$ cat src/rtl/exec_pkg.sv
// constants for the shift, subtract, test and stop execution block
package exec_pkg;
	localparam logic [7:0] OP_SET_CARRY = 8'h00DF;
	localparam logic [7:0] OP_ASR_R     = 8'h00D0;
	localparam logic [7:0] OP_ASR_IR    = 8'h00D1;
	localparam logic [7:0] OP_STOP      = 8'h007F;
	localparam logic [3:0] GRP_SUB      = 4'h2;
	localparam logic [3:0] GRP_TCM      = 4'h6;
	localparam logic [3:0] GRP_TM       = 4'h7;
	localparam logic [3:0] FORM_RR      = 4'h2;
	localparam logic [3:0] FORM_RIR     = 4'h3;
	localparam logic [3:0] FORM_GG      = 4'h4;
	localparam logic [3:0] FORM_GIR     = 4'h5;
	localparam logic [3:0] FORM_IM      = 4'h6;
	localparam logic [7:0] STOP_KEY     = 8'h00A5;
	localparam logic [15:0] RESET_VECTOR = 16'h0100;
	localparam logic [3:0] CYC_SHORT    = 4'h4;
	localparam logic [3:0] CYC_LONG     = 4'h6;
	localparam logic [1:0] LEN_ONE      = 2'h1;
	localparam logic [1:0] LEN_TWO      = 2'h2;
	localparam logic [1:0] LEN_THREE    = 2'h3;
	localparam logic [3:0] WREG_HI      = 4'h0;
	localparam int         FLAG_C       = 3;
	localparam int         FLAG_Z       = 2;
	localparam int         FLAG_S       = 1;
	localparam int         FLAG_V       = 0;
	localparam logic [3:0] FLAGS_RST    = 4'h0;
	localparam logic [7:0] STOPEN_RST   = 8'h0000;
	localparam logic [7:0] STOPEN_ADDR  = 8'h00D7;
	typedef enum logic [2:0] {ALU_NONE, ALU_SCF, ALU_ASR, ALU_SUB, ALU_TCM, ALU_TM} alu_op_t;
endpackage : exec_pkg

$ cat src/rtl/exec_alu_if.sv
// operands and results between sequencer and alu
`timescale 1ns/1ps
`default_nettype none
interface exec_alu_if;
	import exec_pkg::*;
	alu_op_t    op;
	logic [7:0] dst;
	logic [7:0] src;
	logic [3:0] flags_in;
	logic [7:0] result;
	logic [3:0] flags_out;
	logic       write_dst;
	modport seq (output op, dst, src, flags_in, input result, flags_out, write_dst);
	modport alu (input op, dst, src, flags_in, output result, flags_out, write_dst);
endinterface : exec_alu_if
`default_nettype wire

$ cat src/rtl/exec_alu.sv
// combinational alu for set carry, shift, subtract and mask tests
`timescale 1ns/1ps
`default_nettype none
module exec_alu
	import exec_pkg::*;
(
	exec_alu_if.alu a
);
	logic [8:0] diff;
	logic [7:0] r;
	always_comb
	begin
		diff        = {1'b0, a.dst} + {1'b0, ~a.src} + 9'h0001;
		r           = 8'h0000;
		a.flags_out = a.flags_in;
		a.write_dst = 1'b0;
		case (a.op)
			ALU_SCF:
			begin
				a.flags_out[FLAG_C] = 1'b1;
			end
			ALU_ASR:
			begin
				r = {a.dst[7], a.dst[7:1]};
				a.write_dst = 1'b1;
				a.flags_out = {a.dst[0], r == 8'h0000, r[7], 1'b0};
			end
			ALU_SUB:
			begin
				r = diff[7:0];
				a.write_dst = 1'b1;
				a.flags_out = {~diff[8], r == 8'h0000, r[7],
					(a.dst[7] != a.src[7]) && (r[7] == a.src[7])};
			end
			ALU_TCM:
			begin
				r = ~a.dst & a.src;
				a.flags_out = {a.flags_in[FLAG_C], r == 8'h0000, r[7], 1'b0};
			end
			ALU_TM:
			begin
				r = a.dst & a.src;
				a.flags_out = {a.flags_in[FLAG_C], r == 8'h0000, r[7], 1'b0};
			end
			default:
			begin
				r = 8'h0000;
			end
		endcase
		a.result = r;
	end
endmodule : exec_alu
`default_nettype wire

$ cat src/rtl/exec_core.sv
// execution sequencer for set carry, shift, subtract, mask tests and stop
//
// Strobed register access and the register offsets were left to the implementer.
`timescale 1ns/1ps
`default_nettype none
module exec_core
	import exec_pkg::*;
(
	// clock and reset
	input  wire logic        clk_sys_in,
	input  wire logic        rst_in,
	// instruction fetch
	input  wire logic        start_in,
	input  wire logic [7:0]  opcode_in,
	input  wire logic [7:0]  byte1_in,
	input  wire logic [7:0]  byte2_in,
	// register file read and write
	output logic [7:0]       rf_addr_out,
	input  wire logic [7:0]  rf_rdata_in,
	output logic             rf_we_out,
	output logic [7:0]       rf_wdata_out,
	// stop enable register write port
	input  wire logic        stopen_we_in,
	input  wire logic [7:0]  stopen_wdata_in,
	// wake source
	input  wire logic        ext_int_in,
	// status
	output logic [3:0]       flags_out,
	output logic             busy_out,
	output logic             done_out,
	output logic [1:0]       length_out,
	output logic             clk_stop_out,
	output logic             pc_load_out,
	output logic [15:0]      pc_value_out,
	output logic             illegal_out
);
	typedef enum logic [2:0] {S_IDLE, S_PTR, S_SRC, S_DST, S_EXEC, S_WAIT, S_STOP} state_t;
	state_t      state_r;
	alu_op_t     op_r;
	logic [3:0]  form_r;
	logic [7:0]  dst_addr_r;
	logic [7:0]  src_addr_r;
	logic [7:0]  src_r;
	logic [7:0]  dst_r;
	logic [3:0]  flags_r;
	logic [7:0]  stopen_r;
	logic [3:0]  cyc_r;
	logic [3:0]  cyc_nxt;
	logic [3:0]  total_r;
	logic        is_stop_r;
	logic        done_r;
	logic        pc_load_r;
	logic        we_r;
	logic [7:0]  wdata_r;
	logic        illegal_r;
	logic [1:0]  len_r;
	logic [7:0]  rd_addr;
	alu_op_t     dec_op;
	logic        dec_ok;
	logic        dec_dual;
	logic [1:0]  dec_len;
	logic [3:0]  dec_cyc;
	logic        dec_stop;
	exec_alu_if  alu_bus();
	exec_alu u_alu (
		.a (alu_bus)
	);
	assign alu_bus.op       = op_r;
	assign alu_bus.dst      = dst_r;
	assign alu_bus.src      = src_r;
	assign alu_bus.flags_in = flags_r;
	// opcode decode by group and addressing form
	always_comb
	begin
		dec_op   = ALU_NONE;
		dec_ok   = 1'b1;
		dec_dual = 1'b0;
		dec_len  = LEN_ONE;
		dec_cyc  = CYC_SHORT;
		dec_stop = 1'b0;
		if (opcode_in == OP_SET_CARRY)
		begin
			dec_op = ALU_SCF;
		end
		else if (opcode_in == OP_STOP)
		begin
			dec_stop = 1'b1;
		end
		else if (opcode_in == OP_ASR_R || opcode_in == OP_ASR_IR)
		begin
			dec_op  = ALU_ASR;
			dec_len = LEN_TWO;
		end
		else if ((opcode_in[7:4] == GRP_SUB || opcode_in[7:4] == GRP_TCM
			|| opcode_in[7:4] == GRP_TM) && opcode_in[3:0] >= FORM_RR
			&& opcode_in[3:0] <= FORM_IM)
		begin
			dec_dual = 1'b1;
			dec_op   = (opcode_in[7:4] == GRP_SUB) ? ALU_SUB :
				(opcode_in[7:4] == GRP_TCM) ? ALU_TCM : ALU_TM;
			dec_len  = (opcode_in[3:0] >= FORM_GG) ? LEN_THREE : LEN_TWO;
			dec_cyc  = (opcode_in[3:0] == FORM_RR) ? CYC_SHORT : CYC_LONG;
		end
		else
		begin
			dec_ok = 1'b0;
		end
	end
	always_comb
	begin
		case (state_r)
			S_PTR:   rd_addr = src_addr_r;
			S_SRC:   rd_addr = (form_r == FORM_RIR || form_r == FORM_GIR
				|| form_r == OP_ASR_IR[3:0]) ? src_r : src_addr_r;
			S_DST:   rd_addr = dst_addr_r;
			default: rd_addr = dst_addr_r;
		endcase
	end
	assign rf_addr_out = rd_addr;
	assign cyc_nxt     = cyc_r + 4'h1;
	// sequencer
	always_ff @(posedge clk_sys_in or posedge rst_in)
	begin
		if (rst_in)
		begin
			state_r    <= S_IDLE;
			op_r       <= ALU_NONE;
			form_r     <= 4'h0;
			dst_addr_r <= 8'h0000;
			src_addr_r <= 8'h0000;
			src_r      <= 8'h0000;
			dst_r      <= 8'h0000;
			cyc_r      <= 4'h0;
			total_r    <= CYC_SHORT;
			is_stop_r  <= 1'b0;
			illegal_r  <= 1'b0;
			len_r      <= LEN_ONE;
		end
		else
		begin
			illegal_r <= 1'b0;
			case (state_r)
				S_IDLE:
				begin
					cyc_r <= 4'h1;
					if (start_in && !dec_ok)
					begin
						illegal_r <= 1'b1;
					end
					else if (start_in)
					begin
						op_r      <= dec_op;
						form_r    <= opcode_in[3:0];
						total_r   <= dec_cyc;
						is_stop_r <= dec_stop;
						len_r     <= dec_len;
						if (dec_dual && opcode_in[3:0] <= FORM_RIR)
						begin
							dst_addr_r <= {WREG_HI, byte1_in[7:4]};
							src_addr_r <= {WREG_HI, byte1_in[3:0]};
						end
						else if (opcode_in[3:0] == FORM_IM)
						begin
							dst_addr_r <= byte1_in;
							src_r      <= byte2_in;
						end
						else if (dec_dual)
						begin
							src_addr_r <= byte1_in;
							dst_addr_r <= byte2_in;
						end
						else
						begin
							src_addr_r <= byte1_in;
						end
						if (dec_op == ALU_ASR && opcode_in == OP_ASR_IR)
						begin
							state_r <= S_PTR;
						end
						else if (dec_op == ALU_ASR)
						begin
							state_r <= S_DST;
							dst_addr_r <= byte1_in;
						end
						else if (dec_dual && opcode_in[3:0] == FORM_IM)
						begin
							state_r <= S_DST;
						end
						else if (dec_dual && (opcode_in[3:0] == FORM_RIR
							|| opcode_in[3:0] == FORM_GIR))
						begin
							state_r <= S_PTR;
						end
						else if (dec_dual)
						begin
							state_r <= S_SRC;
						end
						else
						begin
							state_r <= S_WAIT;
						end
					end
				end
				S_PTR:
				begin
					cyc_r <= cyc_nxt;
					src_r <= rf_rdata_in;
					if (op_r == ALU_ASR)
					begin
						dst_addr_r <= rf_rdata_in;
						state_r    <= S_DST;
					end
					else
					begin
						state_r <= S_SRC;
					end
				end
				S_SRC:
				begin
					cyc_r   <= cyc_nxt;
					src_r   <= rf_rdata_in;
					state_r <= S_DST;
				end
				S_DST:
				begin
					cyc_r   <= cyc_nxt;
					dst_r   <= rf_rdata_in;
					state_r <= S_EXEC;
				end
				S_EXEC:
				begin
					cyc_r   <= cyc_nxt;
					state_r <= S_WAIT;
				end
				S_WAIT:
				begin
					if (cyc_r >= total_r)
					begin
						state_r <= (is_stop_r && stopen_r == STOP_KEY) ? S_STOP : S_IDLE;
						op_r    <= ALU_NONE;
					end
					else
					begin
						cyc_r <= cyc_nxt;
					end
				end
				S_STOP:
				begin
					if (ext_int_in)
					begin
						state_r <= S_IDLE;
					end
				end
				default:
				begin
					state_r <= S_IDLE;
				end
			endcase
		end
	end
	// flag register, written at execute, or in the last wait cycle for set carry; stop leaves it alone
	always_ff @(posedge clk_sys_in or posedge rst_in)
	begin
		if (rst_in)
		begin
			flags_r <= FLAGS_RST;
		end
		else if ((state_r == S_EXEC) || (state_r == S_WAIT && op_r == ALU_SCF
			&& cyc_r >= total_r))
		begin
			flags_r <= alu_bus.flags_out;
		end
	end
	// destination write-back; tests leave both operands alone
	always_ff @(posedge clk_sys_in or posedge rst_in)
	begin
		if (rst_in)
		begin
			we_r    <= 1'b0;
			wdata_r <= 8'h0000;
		end
		else
		begin
			we_r    <= (state_r == S_EXEC) && alu_bus.write_dst;
			wdata_r <= alu_bus.result;
		end
	end
	// stop key register; frozen while stopped
	always_ff @(posedge clk_sys_in or posedge rst_in)
	begin
		if (rst_in)
		begin
			stopen_r <= STOPEN_RST;
		end
		else if (stopen_we_in && state_r != S_STOP)
		begin
			stopen_r <= stopen_wdata_in;
		end
	end
	// completion and reset-vector load
	always_ff @(posedge clk_sys_in or posedge rst_in)
	begin
		if (rst_in)
		begin
			done_r    <= 1'b0;
			pc_load_r <= 1'b0;
		end
		else
		begin
			done_r    <= (state_r == S_WAIT) && (cyc_r >= total_r);
			pc_load_r <= (state_r == S_WAIT) && (cyc_r >= total_r)
				&& is_stop_r && (stopen_r != STOP_KEY);
		end
	end
	assign rf_we_out    = we_r;
	assign rf_wdata_out = wdata_r;
	assign flags_out    = flags_r;
	assign busy_out     = (state_r != S_IDLE);
	assign done_out     = done_r;
	assign length_out   = len_r;
	assign clk_stop_out = (state_r == S_STOP);
	assign pc_load_out  = pc_load_r;
	assign pc_value_out = RESET_VECTOR;
	assign illegal_out  = illegal_r;
	stop_flags_a: assert property (@(posedge clk_sys_in) disable iff (rst_in)
		(state_r == S_STOP) |=> $stable(flags_r))
		else $error("flags changed while stopped");
	stop_key_a: assert property (@(posedge clk_sys_in) disable iff (rst_in)
		(clk_stop_out && !$past(clk_stop_out)) |-> $past(stopen_r) == STOP_KEY)
		else $error("stop entered without key");
	stop_wake_a: assert property (@(posedge clk_sys_in) disable iff (rst_in)
		(clk_stop_out && !ext_int_in) |=> clk_stop_out)
		else $error("stop left without wake");
	scf_carry_a: assert property (@(posedge clk_sys_in) disable iff (rst_in)
		(start_in && !busy_out && opcode_in == OP_SET_CARRY) |-> ##5 done_out ##0
		flags_r[FLAG_C] && flags_r[2:0] == $past(flags_r[2:0], 5))
		else $error("set carry wrong");
	test_nowrite_a: assert property (@(posedge clk_sys_in) disable iff (rst_in)
		(state_r == S_EXEC && (op_r == ALU_TM || op_r == ALU_TCM)) |=> !rf_we_out)
		else $error("test wrote operand");
	test_carry_a: assert property (@(posedge clk_sys_in) disable iff (rst_in)
		(state_r == S_EXEC && op_r != ALU_SUB && op_r != ALU_ASR) |=>
		flags_r[FLAG_C] == $past(flags_r[FLAG_C]) && !flags_r[FLAG_V])
		else $error("test flags wrong");
	asr_result_a: assert property (@(posedge clk_sys_in) disable iff (rst_in)
		(state_r == S_EXEC && op_r == ALU_ASR) |=> rf_we_out
		&& rf_wdata_out == {$past(dst_r[7]), $past(dst_r[7:1])}
		&& flags_r[FLAG_C] == $past(dst_r[0]) && !flags_r[FLAG_V])
		else $error("shift wrong");
	sub_result_a: assert property (@(posedge clk_sys_in) disable iff (rst_in)
		(state_r == S_EXEC && op_r == ALU_SUB) |=>
		rf_wdata_out == 8'($past(dst_r) - $past(src_r))
		&& flags_r[FLAG_C] == ($past(src_r) > $past(dst_r)))
		else $error("subtract wrong");
endmodule : exec_core
`default_nettype wire

$ cat config.mk
export PLATFORM = sky130hd
export DESIGN_NAME = exec_core
export DESIGN_NICKNAME = d
export VERILOG_FILES = /design/src/rtl/exec_pkg.sv /design/src/rtl/exec_alu_if.sv /design/src/rtl/exec_alu.sv /design/src/rtl/exec_core.sv
export SDC_FILE = /design/constraint.sdc
export NUM_CORES = 1
export LEC_CHECK = 0
export ABC_AREA = 1
export BUFFER_PORTS_ARGS = -buffer_cell sky130_fd_sc_hd__buf_2
export CORE_MARGIN = 2
export CORE_UTILIZATION = 25
export CTS_CLUSTER_DIAMETER = 200
export DETAILED_ROUTE_END_ITERATION = 6
export RECOVER_POWER = 100
export SYNTH_ARGS = -nofsm -noshare
export SYNTH_HDL_FRONTEND = slang
export SYNTH_SLANG_ARGS = --single-unit
$ cat constraint.sdc
create_clock -name clk_sys_in -period 4.9 [get_ports clk_sys_in]
set_clock_uncertainty 0.05 [all_clocks]
set_input_delay 1.47 -clock clk_sys_in [delete_from_list [all_inputs] [get_ports clk_sys_in]]
set_output_delay 1.47 -clock clk_sys_in [all_outputs]
set_load 0.01 [all_outputs]
==> flow_summary.ini, run 1 <==
[floorplan]
rows = 52
die-area_um2 = 21520
die-height_um = 146.7
coreArea_um2 = 20100
ios = 89
initial_core_util_pct = 25.32
die_w_um = 146.7

[clocking]
cts_resized = 0
numCtsBuffers = 9
cts_post_setup_buffers_inserted = 0
worstSkewPairLatency_ns = 0.35
htreeDepth = 3
cts_tree = built
path_clk_slew_ns = 0.06
clockRootBuffer = clkbuf_16
clock_tree.buffer_depth = 2
hold_buffers = 0
cts.sinks = 74

[sta]
slew_violations = 46
hold_violations = 0
max_clock_freq_ghz = 0.2428
finalSetupViolations = 0
rsz0062_at_grt = false
fin_crit_sh_pct = 84.04
fin_crit_ns = 4.118
fin_tns_setup_ns = 0
slew_headroom_pct = -19.58
worst_pin_slew_ns = 1.792

[detailed_routing]
dr.pass1.iters = 5
num_vias = 4668
dr.max_layer_used = met4
drc = 0
drt_iter0_markers = 293
ant_nets = 0
route.met2.wl_mm = 6.761
wl_met3_um = 622
drt-met1-wl_mm = 6.798
wirelength_mm = 14.50
via_per_inst = 4.425
wl_per_cell_um = 13.75

[finish]
area_growth_syn_to_layout_pct = 16.20
nets = 853
n_antenna_cell = 0
drive_gt1_share_pct = 11.34

[pwr]
p_leak_nw = 3.050
power_mw = 3.387
vdd_drop_max_mv = 0.1774
p_int_mw = 1.872
seq_power_share_pct = 30.2
clockPowerShare_pct = 22.4
power.density_nw_per_um2 = 572.6
p_sw_share_pct = 44.74
pwr-share-comb_pct = 47.4
p_sw_mw = 1.516

[placement]
gp_congestion = 0.8475
hpwl_mm = 11.43
numPortBuffers = 72

[grt]
grt_first_pass_wirelength_mm = 23.37
grt-ovfl-total = 0
grt_use_total_pct = 13.81
antenna_found_initial = 0
grt_max_degree = 46
grt_pass1_vias = 4435

[run_status]
status = finished with violations
violations = capacitance limit, slew limit

[critical_path]
crit_required_ns = 3.38
critPathLaunchType = register
crit_arrival_ns = 2.60
end_kind = output pin
cp_max_fo = 26
worstSetupPathType = reg2out

[hold_path]
hold_path.class = reg2reg

[job]
maxCapViolCount = 1

[synth]
synth-seq-cells = 74
synth_area_per_cell_um2 = 7.130
syn_inst = 714
yosysWarnings = 0
synth-seq-area-share_pct = 36.40
synth_cell_types = 43
synth_area_um2 = 5091
[through the flow]
stage	instance area [µm²]	util [%]	worst slack (ns)	cells	hold slack (ns)
3_3_place_gp	5654	28.12	1.408	1039	0.4100
5_1_grt	5916	29.42	0.4808	1055	0.4519
4_1_cts	5993	29.81	0.9681	1055	0.4198
2_1_floorplan	5144	-	1.500	728	0.3988
6_report	5916	29.42	0.7821	1055	0.4225
3_5_place_dp	5654	28.12	1.350	1039	0.4092
[cell usage after synthesis]
library cell	count	share of area, %
a21oi_1	25	2.5
a221oi_1	3	0.52
a22oi_1	1	0.15
a31oi_1	2	0.25
a41oi_1	2	0.34
buf_1	1	0.074
buf_2	3	0.29
buf_4	17	2.5
buf_6	2	0.44
clkbuf_1	11	0.81
clkinv_1	1	0.074
conb_1	2	0.15
dfrtp_1	73	36
dfstp_2	1	0.52
fa_1	1	0.39
ha_1	27	6.6
inv_1	97	7.2
inv_2	10	0.74
inv_6	1	0.17
mux2_2	7	1.5
nand2_1	203	15
nand2_2	1	0.12
nand2_4	6	1.3
nand3_1	44	4.3
nand3b_1	4	0.59
nand4_1	6	0.74
nor2_1	57	4.2
nor2_2	3	0.37
nor2_4	2	0.44
nor2_8	1	0.39
nor3_1	6	0.59
nor3_2	2	0.39
nor3b_1	2	0.29
nor4_1	5	0.61
o2111ai_1	1	0.17
o211ai_1	13	1.9
o21a_1	1	0.15
o21ai_0	41	4.0
o21ai_1	23	2.3
o21ai_2	2	0.34
o221ai_1	1	0.17
o31ai_1	1	0.15
xor2_1	2	0.34
[routing by layer]
metal  up-vias  GRT usage (%)
met5         -              0
met4         0          6.019
met3        22          2.360
met2       119          22.39
met1      2137          18.17
li1       2390              -
[cells in the final DEF (no fill, tap or decap), types with 9 or more instances in the layout]
| master | count |
|---|---|
| nand2_1 | 205 |
| buf_2 | 45 |
| inv_1 | 100 |
| a21oi_1 | 25 |
| ha_1 | 27 |
| dfrtp_1 | 73 |
| o211ai_1 | 13 |
| nand3_1 | 44 |
| nor2_1 | 59 |
| o21ai_0 | 64 |
| conb_1 | 16 |
| clkbuf_16 | 9 |
| clkbuf_1 | 29 |
[final timing paths]
kind / endpoint / slack (ns) / cells past startpoint / startpoint
setup reg to reg: dst_addr_r[3]$_DFFE_PP0P_ / 2.35 / 9 / state_r[0]$_DFFE_PP0P_
hold reg to reg: length_out[0]$_DFFE_PP1P_ / 0.42 / 2 / length_out[0]$_DFFE_PP1P_
setup / recovery: rf_addr_out[0] / 0.78 / 8 / state_r[0]$_DFFE_PP0P_
max in group asynchronous: alu_bus.dst[3]$_DFFE_PP0P_ / 1.46 / 3 / rst_in
min in group asynchronous: rf_we_out$_DFF_PP0_ / 1.64 / 2 / rst_in
hold / removal: length_out[0]$_DFFE_PP1P_ / 0.42 / 2 / length_out[0]$_DFFE_PP1P_
[cells by family after synthesis]
group / synth area share (%)
compound gates: 12.90
xor+xnor: 0.3441
fa+ha+maj: 7.029
buf+inv: 12.26
flops: 36.40
mux: 1.548
other cells: 0.1475
simple gates: 29.37
[critical path, stage by stage (launching register included)]
cell      delay [ns]
dfrtp_1         0.46
nand2_1         0.12
nor2_1          0.05
inv_2           0.34
nand2_1         0.35
inv_1           0.48
nand2_1         0.10
o211ai_1        0.13
clkbuf_1        0.20
[final cells by class]
| cell class | instances | area, µm² |
|---|---|---|
| flip-flops and latches | 74 | 1853 |
| fillers | 2205 | 14190 |
| repair buffers | 75 | 341.6 |
| inverters | 109 | 410.4 |
| multi-input cells | 511 | 2634 |
| clock buffers | 12 | 266.5 |
| well taps | 270 | 337.8 |
| clock inverters | 4 | 72.57 |
[power groups by stage]
stage	clock network, mW	logic, mW	registers [mW]
4_1_cts	0.783	1.66	1.02
5_1_grt	0.806	1.85	1.05
3_3_place_gp	0	1.65	1.02
6_report	0.758	1.61	1.02
2_1_floorplan	0	1.26	0.969
3_5_place_dp	0	1.65	1.03
[registers in the layout, summed over array words and instances (netlist names), 2 cells and up]
name and count:
alu_bus.src 8, flags_out 4, cyc_r 4, src_addr_r 8, form_r 4, dst_addr_r 8
stopen_r 8, state_r 3, length_out 2, alu_bus.op 3, alu_bus.dst 8, rf_wdata_out 8
Power figures use the tool's default switching activity.
==> run 2, diff against run 1 <==
ABC_AREA = 0   (was 1)
clock period = 3.8 ns   (was 4.9 ns; I/O delays follow)
==> flow_summary.ini, run 2 <==
[clocking]
htreeDepth = 3
numCtsBuffers = 9
clock_tree.buffer_depth = 2
worstSkewPairLatency_ns = 0.34
clockRootBuffer = clkbuf_16
hold_buffers = 0
cts.sinks = 74
path_clk_slew_ns = 0.06
cts_tree = built

[pwr]
power.density_nw_per_um2 = 737.6
vdd_drop_max_mv = 0.2768
p_leak_nw = 2.562

[detailed_routing]
wirelength_mm = 14.23
wl_per_cell_um = 16.13
drt_iter0_markers = 385
num_vias = 4324
dr.pass1.iters = 5
via_per_inst = 4.902
ant_nets = 0
drc = 0

[sta]
slew_headroom_pct = 3.889
finalSetupViolations = 0
rsz0062_at_grt = false
holdWs_ns = 0.4370
fin_crit_ns = 3.462
worst_pin_slew_ns = 1.434
hold_violations = 0
fin_tns_setup_ns = 0
max_clock_freq_ghz = 0.2888
slew_violations = 0
fin_crit_sh_pct = 91.11
worst_slack_ns = 0.3380

[grt]
grt_max_degree = 43
grt_first_pass_wirelength_mm = 23.02
grt_use_total_pct = 13.69
antenna_found_initial = 0
grt_pass1_vias = 4158
grt-ovfl-total = 0

[finish]
area_growth_syn_to_layout_pct = 16.18
n_fill_cell = 2099
nets = 685
n_antenna_cell = 0
final_common_cell = dfrtp_1
drive_gt1_share_pct = 16.21
final_cells = 882
final_cell_mix = dfrtp_1 (73), nand2_1 (53), nor2_1 (45), buf_2 (43), a21oi_1 (37)

[critical_path]
cp_max_fo = 18
end_kind = register
crit_arrival_ns = 3.64
worstSetupPathType = in2reg
crit_required_ns = 3.98
critPathLaunchType = input port
crit_chain = buf_2 > or2_1 > and4_1 > o31ai_1 > nand2b_1 > mux2_2
max_stage_delay_ns = 0.77
ff2ff_setup_slack_ns = 0.99
slowest_stage = o31ai_1

[synth]
yosysWarnings = 0
yosysMostFrequentCell = dfrtp_1
synth_cell_types = 67
netlist_top_cells_area = dfrtp_1 (37%), ha_1 (6.8%), mux2_2 (5.2%)
synthArstFlopShare_pct = 100.0
synth_xor_area_share_pct = 1.233
synth_area_per_cell_um2 = 9.121
synth_edf_count = 0
synth_top_family_by_area = compound AO/OA/AOI/OAI gates
synth_top_area_share_pct = 36.75
synthAdderAreaFrac_pct = 7.199
synth-seq-cells = 74
synth_area_um2 = 4971
synth_area_leader_cell = dfrtp_1
syn_inst = 545
synth_compound_area_share_pct = 19.78
yosys.area_share.simple_pct = 18.68
synthMuxAreaShare_pct = 8.684
synth-seq-area-share_pct = 37.28
ys.flop_type = dfrtp_1
synth_common_cells = dfrtp_1 (73), nand2_1 (53), nor2_1 (45)

[floorplan]
coreArea_um2 = 19460
initial_core_util_pct = 25.54
die-area_um2 = 21030
rows = 51
ios = 89
die-height_um = 145.0
die_w_um = 145.0

[hold_path]
hold_path.class = reg2reg

[placement]
place_inst = 866
numPortBuffers = 72
hpwl_mm = 11.20
dp_worst_setup_slack_ns = 0.4320
gp_congestion = 0.8415

[job]
maxCapViolCount = 0

[run_status]
status = complete, no violations
## run 2: logic make-up (layout without fill, tap and decap cells)
logic type      after synthesis  in the layout
compound gates              141            141
xor+xnor                      7              7
other cells                   2             16
buf+inv                      70            128
flops                        74             74
mux                          40             40
fa+ha+maj                    28             28
simple gates                183            183
## run 2: worst paths after layout
check                                            from                        end  cells past startpoint
min                         length_out[1]$_DFFE_PP0P_  length_out[1]$_DFFE_PP0P_                      2
max in group asynchronous                      rst_in  dst_addr_r[3]$_DFFE_PP0P_                      3
max reg2reg                alu_bus.src[0]$_DFFE_PP0P_   flags_out[2]$_DFFE_PP0P_                      9
min reg2reg                 length_out[1]$_DFFE_PP0P_  length_out[1]$_DFFE_PP0P_                      2
max                                      opcode_in[2]  src_addr_r[3]$_DFFE_PP0P_                      6
min in group asynchronous                      rst_in         done_out$_DFF_PP0_                      2
## run 2: critical path, delay by kind of cell
family	cells	cell delay, ns
AOI/OAI and AO/OA	1	0.77
muxes	1	0.38
buffers and inverters	1	0.20
and+or+nand+nor	3	1.14
## run 2: power breakdown
| part | internal (mW) | switching, mW | leakage (nW) | total (mW) |
|---|---|---|---|---|
| Clock | 0.455 | 0.369 | 0.135 | 0.824 |
| Sequential | 1.05 | 0.345 | 0.928 | 1.40 |
| Combinational | 0.885 | 1.16 | 1.50 | 2.04 |
| Total | 2.39 | 1.87 | 2.56 | 4.26 |
## run 2: per-stage QoR
| step | area [µm²] | total power, mW | util (%) |
|---|---|---|---|
| after detailed placement | 5562 | 3.469 | 28.58 |
| final | 5776 | 4.260 | 29.68 |
| after CTS | 5848 | 4.312 | 30.05 |
| after global placement | 5562 | 3.456 | 28.58 |
| after floorplan | 5024 | 2.828 | - |
| after global routing | 5776 | 4.618 | 29.68 |
## run 2: cell type report
cell class / instances / area [µm²] / area share [%]
multi-input combinational: 415 / 2809 / 48.64
sequential: 74 / 1853 / 32.08
timing repair buffer: 80 / 374.1 / 6.477
tap: 265 / 331.6 / 5.741
clock buffer: 9 / 225.2 / 3.899
inverter: 32 / 121.4 / 2.101
clock inverter: 7 / 61.31 / 1.062
## run 2: what timing repair did
item,in CTS,in global routing
resized for setup,0,1
endpoints found under the hold margin,0,0
setup buffers,0,0
endpoints found under the setup margin,0,8
## run 2: per-layer routing
| metal | wire length [µm] | up-vias | track usage, % |
|---|---|---|---|
| met5 | 0 | - | 0 |
| met1 | 6722 | 2097 | 19.03 |
| li1 | - | 2087 | - |
| met4 | 202 | 0 | 3.564 |
| met3 | 676 | 13 | 2.642 |
| met2 | 6630 | 127 | 21.81 |
